File: src/hw/probe_pkg.sv
// constants for the second touch-probe position-capture unit
// assumes a 100 MHz control clock and word-addressed parameter access
package probe_pkg;
  // parameter addresses
  localparam logic [11:0] ADDR_POS_BUS = 12'h670;
  localparam logic [11:0] ADDR_POS_USER = 12'h672;
  localparam logic [11:0] ADDR_EVENT_COUNT = 12'h674;
  localparam logic [11:0] ADDR_CONFIG = 12'h676;
  localparam logic [11:0] ADDR_STABLE_TIME = 12'h69a;

  // configuration field positions
  localparam int CFG_ARM_BIT = 0;
  localparam int CFG_POL_BIT = 8;
  localparam logic [15:0] CFG_RESET = 16'h0000;

  // stable-duration setting
  localparam logic [15:0] STABLE_RESET = 16'h0005;
  localparam logic [15:0] STABLE_MIN = 16'h0002;
  localparam logic [15:0] STABLE_MAX = 16'h0020;

  // position and counter reset values
  localparam logic [31:0] POS_RESET = 32'h0000_0000;
  localparam logic [15:0] COUNT_RESET = 16'h0000;
  localparam logic [15:0] COUNT_STEP = 16'h0001;

  // timing: one stable-duration unit is 31.25 us
  localparam int CLK_PERIOD_PS = 10000;
  localparam int UNIT_TIME_PS = 31250000;
  localparam int UNIT_CYCLES = UNIT_TIME_PS / CLK_PERIOD_PS;
  localparam logic [11:0] UNIT_LAST = 12'(UNIT_CYCLES - 1);
endpackage

File: src/hw/probe_unit_tick.sv
// divider giving a one-cycle pulse every 31.25 us
// assumes the 100 MHz control clock
`timescale 1ns/1ps
`default_nettype none
module probe_unit_tick (
  input wire logic clk,
  input wire logic resetn,
  output logic tick
);
  logic [11:0] count_reg;
  logic [11:0] count_next;

  always_comb begin
    if (count_reg == probe_pkg::UNIT_LAST) begin
      count_next = '0;
    end else begin
      count_next = count_reg + 12'h001;
    end
  end

  always_ff @(posedge clk) begin
    if (!resetn) begin
      count_reg <= '0;
    end else begin
      count_reg <= count_next;
    end
  end

  assign tick = (count_reg == probe_pkg::UNIT_LAST);
endmodule // probe_unit_tick
`default_nettype wire

File: src/hw/probe_level_filter.sv
// stable-level filter for the probe input
// assumes rawIn synchronous to clk and tick from probe_unit_tick
`timescale 1ns/1ps
`default_nettype none
module probe_level_filter (
  input wire logic clk,
  input wire logic resetn,
  input wire logic tick,
  input wire logic rawIn,
  input wire logic [15:0] stableTime,
  output logic level
);
  logic level_reg;
  logic level_next;
  logic [15:0] held_reg;
  logic [15:0] held_next;

  always_comb begin
    level_next = level_reg;
    held_next = held_reg;
    if (rawIn == level_reg) begin
      held_next = '0;
    end else if (tick) begin
      // accept once new level held across stableTime ticks
      if (held_reg + 16'h0001 >= stableTime) begin
        level_next = rawIn;
        held_next = '0;
      end else begin
        held_next = held_reg + 16'h0001;
      end
    end
  end

  always_ff @(posedge clk) begin
    if (!resetn) begin
      level_reg <= 1'b0;
      held_reg <= '0;
    end else begin
      level_reg <= level_next;
      held_reg <= held_next;
    end
  end

  assign level = level_reg;
endmodule // probe_level_filter
`default_nettype wire

File: src/hw/touch_probe_position_capture.sv
// top of the second touch-probe capture unit
// assumes probeIn high means contact closed, all inputs synchronous to clk
`timescale 1ns/1ps
`default_nettype none
module touch_probe_position_capture (
  input wire logic clk,
  input wire logic resetn,
  input wire logic probeIn,
  input wire logic [31:0] posBusUnits,
  input wire logic [31:0] posUserUnits,
  input wire logic [11:0] parAddr,
  input wire logic parWrite,
  input wire logic [31:0] parWrData,
  output logic [31:0] parRdData,
  output logic capturePulse
);
  logic tick;
  logic level;
  logic activeNow;
  logic captureHit;

  logic [31:0] posBus_reg;
  logic [31:0] posBus_next;
  logic [31:0] posUser_reg;
  logic [31:0] posUser_next;
  logic [15:0] count_reg;
  logic [15:0] count_next;
  logic arm_reg;
  logic arm_next;
  logic pol_reg;
  logic pol_next;
  logic [15:0] stable_reg;
  logic [15:0] stable_next;
  logic activePrev_reg;
  logic activePrev_next;
  logic [31:0] rd_reg;
  logic [31:0] rd_next;
  logic pulse_reg;
  logic pulse_next;

  probe_unit_tick u_tick (
    .clk(clk),
    .resetn(resetn),
    .tick(tick)
  );

  probe_level_filter u_filter (
    .clk(clk),
    .resetn(resetn),
    .tick(tick),
    .rawIn(probeIn),
    .stableTime(stable_reg),
    .level(level)
  );

  // normally closed inverts the contact sense
  assign activeNow = level ^ pol_reg;
  assign captureHit = arm_reg && activeNow && !activePrev_reg;

  always_comb begin
    posBus_next = posBus_reg;
    posUser_next = posUser_reg;
    count_next = count_reg;
    arm_next = arm_reg;
    pol_next = pol_reg;
    stable_next = stable_reg;
    activePrev_next = activeNow;
    pulse_next = captureHit;
    if (captureHit) begin
      posBus_next = posBusUnits;
      posUser_next = posUserUnits;
      count_next = count_reg + probe_pkg::COUNT_STEP;
      arm_next = 1'b0;
    end
    if (parWrite && parAddr == probe_pkg::ADDR_CONFIG) begin
      // only arm and polarity fields are stored
      arm_next = parWrData[probe_pkg::CFG_ARM_BIT];
      pol_next = parWrData[probe_pkg::CFG_POL_BIT];
    end
    if (parWrite && parAddr == probe_pkg::ADDR_STABLE_TIME) begin
      // out-of-range settings are ignored
      if (parWrData[15:0] >= probe_pkg::STABLE_MIN && parWrData[15:0] <= probe_pkg::STABLE_MAX
          && parWrData[31:16] == 16'h0000) begin
        stable_next = parWrData[15:0];
      end
    end
  end

  always_comb begin
    rd_next = '0;
    unique case (parAddr)
      probe_pkg::ADDR_POS_BUS: begin
        rd_next = posBus_reg;
      end
      probe_pkg::ADDR_POS_USER: begin
        rd_next = posUser_reg;
      end
      probe_pkg::ADDR_EVENT_COUNT: begin
        rd_next = {16'h0000, count_reg};
      end
      probe_pkg::ADDR_CONFIG: begin
        rd_next[probe_pkg::CFG_ARM_BIT] = arm_reg;
        rd_next[probe_pkg::CFG_POL_BIT] = pol_reg;
      end
      probe_pkg::ADDR_STABLE_TIME: begin
        rd_next = {16'h0000, stable_reg};
      end
      default: begin
        rd_next = '0;
      end
    endcase
  end

  always_ff @(posedge clk) begin
    if (!resetn) begin
      posBus_reg <= probe_pkg::POS_RESET;
      posUser_reg <= probe_pkg::POS_RESET;
      count_reg <= probe_pkg::COUNT_RESET;
      arm_reg <= probe_pkg::CFG_RESET[probe_pkg::CFG_ARM_BIT];
      pol_reg <= probe_pkg::CFG_RESET[probe_pkg::CFG_POL_BIT];
      stable_reg <= probe_pkg::STABLE_RESET;
      activePrev_reg <= 1'b0;
      rd_reg <= '0;
      pulse_reg <= 1'b0;
    end else begin
      posBus_reg <= posBus_next;
      posUser_reg <= posUser_next;
      count_reg <= count_next;
      arm_reg <= arm_next;
      pol_reg <= pol_next;
      stable_reg <= stable_next;
      activePrev_reg <= activePrev_next;
      rd_reg <= rd_next;
      pulse_reg <= pulse_next;
    end
  end

  assign parRdData = rd_reg;
  assign capturePulse = pulse_reg;
endmodule // touch_probe_position_capture
`default_nettype wire

File: config.mk
export PLATFORM = sky130hd
export DESIGN_NAME = touch_probe_position_capture
export DESIGN_NICKNAME = d
export VERILOG_FILES = /design/src/hw/probe_pkg.sv /design/src/hw/probe_unit_tick.sv /design/src/hw/probe_level_filter.sv /design/src/hw/touch_probe_position_capture.sv
export SDC_FILE = /design/constraint.sdc
export NUM_CORES = 1
export LEC_CHECK = 0
export CAP_MARGIN = 0
export CORE_MARGIN = 10
export CORE_UTILIZATION = 50
export CTS_BUF_LIST = sky130_fd_sc_hd__clkbuf_8
export DETAILED_ROUTE_END_ITERATION = 16
export DONT_BUFFER_PORTS = 1
export PLACE_DENSITY_LB_ADDON = 0.25
export REMOVE_ABC_BUFFERS = 1
export SETUP_SLACK_MARGIN = 0.4
export SYNTH_ARGS = -nofsm -noshare
export SYNTH_HDL_FRONTEND = slang
export SYNTH_HIERARCHICAL = 1
export SYNTH_SLANG_ARGS = --single-unit
File: constraint.sdc
create_clock -name clk -period 3.74 [get_ports clk]
set_input_delay 0.374 -clock clk [delete_from_list [all_inputs] [get_ports clk]]
set_output_delay 0.374 -clock clk [all_outputs]
set_load 0.01 [all_outputs]
# ---- After elaboration in Yosys (flattened, before gate mapping)
# Index checks and enable logic that the tools add are counted.
# W data, S select, Z words.
dict set report classes {
  add_sub_neg 3
  n_lt_le_gt_ge 3
  n_eq_ne 7
  mux 7
  bitwise_logic 3
  reduce_logical 13
}
# cell n
set ops {}
lappend ops {{$pmux W23 S4} 1}
lappend ops {{$eq A12 B11 Y1 const B} 5}
lappend ops {{$add A16 B1 Y16 const B} 2}
lappend ops {{$pmux W7 S4} 1}
lappend ops {{$ge A16 B16 Y1} 1}
lappend ops {{$ge A16 B2 Y1 const B} 1}
lappend ops {{$le A16 B6 Y1 const B} 1}
lappend ops {{$logic_not A16 Y1} 1}
lappend ops {{$mux W16} 1}
lappend ops {{$add A12 B1 Y12 const B} 1}
lappend ops {{$eq A12 B12 Y1 const B} 1}
lappend ops {{$pmux W1 S5} 2}
lappend ops {{$logic_and A1 B1 Y1} 6}
lappend ops {{$reduce_or A2 Y1} 2}
lappend ops {{$reduce_and A3 Y1} 1}
lappend ops {{$mux W1} 2}
lappend ops {{$not A1 Y1} 2}
lappend ops {{$reduce_and A2 Y1} 1}
lappend ops {{$reduce_bool A2 Y1} 1}
lappend ops {{$eq A1 B1 Y1} 1}
lappend ops {{$logic_not A1 Y1} 1}
lappend ops {{$xor A1 B1 Y1} 1}
dict set report totals {
  regBits 161
  input_bits 112
  output_inout_bits 33
  word_cells 48
}

# ---- Longest topological paths before layout
dict set report depth {
  ltp_word 5
  depth_mapped 14
  depth_no_buf 12
}

# ---- By module
# The synthesis kept the hierarchy.
# module instances cells_each area_each_um2 seq_area_each_um2
set modules_own_cells {}
lappend modules_own_cells {touch_probe_position_capture 1 599 5205.0 2642.5}
lappend modules_own_cells {probe_level_filter 1 173 1401.3 340.3}
lappend modules_own_cells {probe_unit_tick 1 62 570.5 240.2}

# ---- Worst setup path before layout
# Ideal clock, no wire load.
dict set report synth_path {
  path_kind {register to register}
  startpoint {register u_filter.held_reg[0]}
  endpoint {register u_filter.held_reg[2]}
  setup_ps 117
  t_arrival_ps 2802
  required_ps 3623
  path_slack_ps 821
  path_stages_with_launch 15
  path_buffers 2
  synth_period_minus_slack_ps 2919
  cell_sequence {dfxtp_1 > ha_1 > and3_1 > buf_4 > and4_1 > and2_4 > and3_2 > xor2_1 > ha_1 > nand4_1 > nor3_1 > a211o_2 > nor2_4 > buf_6 > a22o_1}
}
dict set report synth_via {
  elab_chain_len 3
}
# element line
set synth_rtl {}
lappend synth_rtl {{from (decl)} probe_level_filter.sv:15} ;# logic [15:0] held_reg;
lappend synth_rtl {{from (signal assigned)} probe_level_filter.sv:40} ;# held_reg <= held_next;
lappend synth_rtl {{$add A16 B1 Y16 *} {probe_level_filter.sv:25, probe_level_filter.sv:29}}
lappend synth_rtl {{$ge A16 B16 Y1} probe_level_filter.sv:25} ;# if (held_reg + 16'h0001 >= stableTime) begin
lappend synth_rtl {{$mux W16 *} probe_level_filter.sv:25}
# Mark *: on every way between the ends. The rest lies on a longest branch, timed or not.
# A chain may end at the register's enable or synchronous reset.

# ---- Worst setup path in the final report
dict set report layout_path {
  startpoint {register u_filter.held_reg[0]}
  endpoint {register u_filter.held_reg[1]}
}
# The elaborated chain is that of the path after synthesis.

==> Flow_metrics.wiki <==
{| class="wikitable"
! Metric !! Value
|-
| Outcome || complete, no violations
|-
| Number of antenna violations at the first check in global routing || 0
|-
| Highest-count cells in the layout ignoring fill and taps || sky130_fd_sc_hd__nand2_1, sky130_fd_sc_hd__dfxtp_1, sky130_fd_sc_hd__a21oi_1
|-
| End of the worst register-to-register path || u_filter/held_reg[1]
|-
| Total core area || 13990 µm²
|-
| Number of antenna repair diodes || 0
|-
| Clock-pin transition on the worst setup and hold timing paths || 0.08 ns
|-
| Cell Pwr Density || 391.5 nW/µm²
|-
| Max H-tree Level || 4
|-
| Residual DRC count || 0
|-
| Global Route met1 Usage || 0.1970
|-
| Number of placement rows || between 40 and 50
|-
| R2R depth || 12
|-
| Library cells used by synthesis || between 60 and 70
|-
| Via-to-Cell Ratio || 5.767
|-
| Actual slew at the worst max-slew pin || 1.193 ns
|-
| Kind of critical path || reg -> reg
|-
| GRT Util Overall || 0.1684
|-
| Timing startpoint of the critical path || u_filter/held_reg[0]
|-
| Total vias in the final route || between 5000 and 6000
|-
| Initial DRC count || 323
|-
| Clock Sinks || 161
|-
| Fin. max-slew vios || 0
|-
| Yosys warning count || 6
|-
| Peak per-stage delay on the critical path || 0.49 ns
|-
| Worst-case register-to-register setup slack || 0.64 ns
|-
| Number of nets still failing antenna checks after routing || 0
|-
| Clock buffer depth || 2
|-
| Buffers on Ports || 0
|-
| Standby leakage power || 2.753 nW
|-
| Post-Synthesis Cell Area || just over 7000 µm²
|-
| Startpoint of the worst-slack reg-to-reg timing path || u_filter/held_reg[0]
|-
| Power, Total || approximately 3 mW
|-
| Root buf cell || sky130_fd_sc_hd__clkbuf_8
|-
| # nets final || 948
|-
| Class of the tightest hold or removal check || in -> reg
|-
| Global-route wire length before repair || 27570 µm
|-
| Unrepaired setup endpoints after global routing || no
|-
| Die Span Y || 139.8 µm
|-
| Headroom to the max-slew limit || 0.2010
|-
| Total detailed-routing wirelength || around 17000 µm
|-
| IO Count || 145
|-
| Die Outline Area || 19550 µm²
|-
| Top cells by area in the synthesized netlist || sky130_fd_sc_hd__dfxtp_1, sky130_fd_sc_hd__nand2_1, sky130_fd_sc_hd__a21oi_1
|-
| Post-synth top area cell || sky130_fd_sc_hd__dfxtp_1
|-
| Area growth, synth to finish || 7.218%
|-
| Syn_area_per_cell || 8.605 µm²
|-
| Number of detailed-route iterations in the first pass || 4
|-
| Number of flops mapped to enable cells by yosys || 0
|-
| Count of non-filler cells in the finished layout || 1007
|-
| Synthesized flop and latch total || about 160
|-
| Wire per inst || 17.13 µm
|-
| Post-synthesis async set-or-reset flop share || 0
|-
| Critical path endpoint category || register
|-
| Commonest non-fill, non-tap cell in the layout || sky130_fd_sc_hd__nand2_1
|-
| Vias in the first global route || roughly 5700
|-
| Layout cell share with drive strength beyond 1 || 0.09674
|-
| Routability-driven placement congestion ratio || 0.8110
|-
| Standard cell with the maximum stage delay on the critical path || sky130_fd_sc_hd__a21oi_1
|-
| Pin count of the biggest net entering global routing || 67
|-
| Number of fillers in the final layout || 1291
|-
| Max rail drop VDD || 0.0002499 V
|-
| Fin util || 0.5501
|-
| HPWL reported at the end of detailed placement || 12350 µm
|-
| Primary flip-flop cell chosen by synthesis mapping || sky130_fd_sc_hd__dfxtp_1
|-
| Leftover overflow at the end of global routing || 0
|-
| Part of the Yosys area used for sequential elements || 0.4491
|-
| Met3 demand-to-capacity share in global routing || 0.06022
|-
| Startpoint kind of the worst setup timing path || register
|-
| Total CTS buffers || 17
|-
| End point of the critical path || u_filter/held_reg[1]
|-
| TritonCTS clock tree || done
|-
| Largest fanout on the critical path || 7
|-
| Max-cap violations || 0
|-
| Later-pin clock latency in the skew report || 0.45 ns
|-
| Width of the die || 139.8 µm
|-
| Post-synth top area share || 0.4491
|-
| Effective utilization at floorplan || 0.5131
|-
| Area of placed instances || 7247 µm²
|-
| Final non-filler cell area || about 7700 µm²
|-
| Most used routing layer || met2
|-
| Achievable clock frequency || 322.9 MHz
|-
| Data required, critical path || 4.13 ns
|-
| Final period demand of the worst path || 3.097 ns
|-
| Final setup vio count || 0
|-
| Setup clock skew after layout || 0.01012 ns
|-
| Cells after DPL || 972
|-
| Cell Chain, Critical Path || ha_2 > and3_2 > and4_1 > and2_4 > and3_2 > xor2_1 > ha_1 > nand4_1 > o221ai_1 > a21oi_1 > nand3_1 > a21oi_1
|-
| Number of instances in the synthesized netlist || 834
|-
| Final Hold Viols || 0
|-
| Arrival time at the worst endpoint || approximately 3.5 ns
|-
| Final period utilization || 0.8280
|-
| Met2 GRT Util || 0.2757
|}
critical path, delay by kind of cell, from the launching register on:
kind / cells / cell delay, ns
simple gates: 6 / 1.16
compound gates: 3 / 0.83
fa+ha+maj: 2 / 0.49
flops: 1 / 0.39
xor+xnor: 1 / 0.16
synthesized netlist by cell type (all sizes together) (11+ instances only):
master,instances
xnor2,14
nand3b,16
nand2,164
clkbuf,34
and3,21
or3,11
inv,23
dfxtp,161
a32oi,14
o21ai,22
nor2,48
mux2i,24
nor4,11
nand3,20
a21oi,106
buf,14
a22o,12
mux2,14
ha,20
xor2,12
cells by family after synthesis:
family / synth area share
flip-flops: 0.4491
multiplexers: 0.06171
AO/OA/AOI/OAI: 0.1484
XOR/XNOR: 0.03173
AND/OR/NAND/NOR: 0.2320
adder cells (fa/ha/maj): 0.03487
buffers and inverters: 0.04219
per-stage QoR:
stage | TNS, ns | hold slack [ns] | worst slack [ns]
finish | 0 | 0.04705 | 0.6434
global route | 0 | 0.01713 | 0.3980
CTS | 0 | 0.02493 | 0.4417
detailed placement | 0 | 0.4444 | 0.3818
global placement | 0 | 0.4392 | 0.5150
floorplan | -5.112 | 0.4329 | -0.3195
where the power goes:
group          switching (mW)  internal [mW]  leakage (nW)
combinational          0.0366         0.0281          1.26
clock                   0.613          0.616         0.198
sequential            0.00336           1.71          1.30
total                   0.653           2.36          2.75
routing by layer:
| metal | part of all wire | vias up |
|---|---|---|
| met1 | 0.43 | 2734 |
| met3 | 0.073 | 37 |
| li1 | - | 2875 |
| met2 | 0.47 | 161 |
| met5 | 0 | - |
| met4 | 0.025 | 0 |
timing repair:
item,CTS,global route
endpoints found under the setup margin,12,17
hold buffers,0,0
buffers inserted,3,2
pin swaps,1,1
resized for setup,0,6
worst min-delay path by stage:
stage,from,endpoint,slack [ns],cells after the start
final,posBusUnits[1],posBus_reg[1],0.05,2
after global routing,posBusUnits[8],posBus_reg[8],0.02,2
after CTS,posBusUnits[17],posBus_reg[17],0.02,2
after detailed placement,posUser_reg[1],posUser_reg[1],0.44,2
after global placement,posUser_reg[1],posUser_reg[1],0.44,2
after floorplan,posUser_reg[10],posUser_reg[10],0.43,2
final cells by class:
cell class | count | area [µm²] | area share
timing repair buffer | 11 | 95.09 | 0.01236
clock buffer | 19 | 261.5 | 0.03398
tap | 180 | 225.2 | 0.02927
sequential | 161 | 3226 | 0.4192
inverter | 23 | 86.33 | 0.01122
clock inverter | 11 | 117.6 | 0.01528
multi-input combinational | 602 | 3684 | 0.4787
Note: power is estimated with default switching activity, not from simulation.
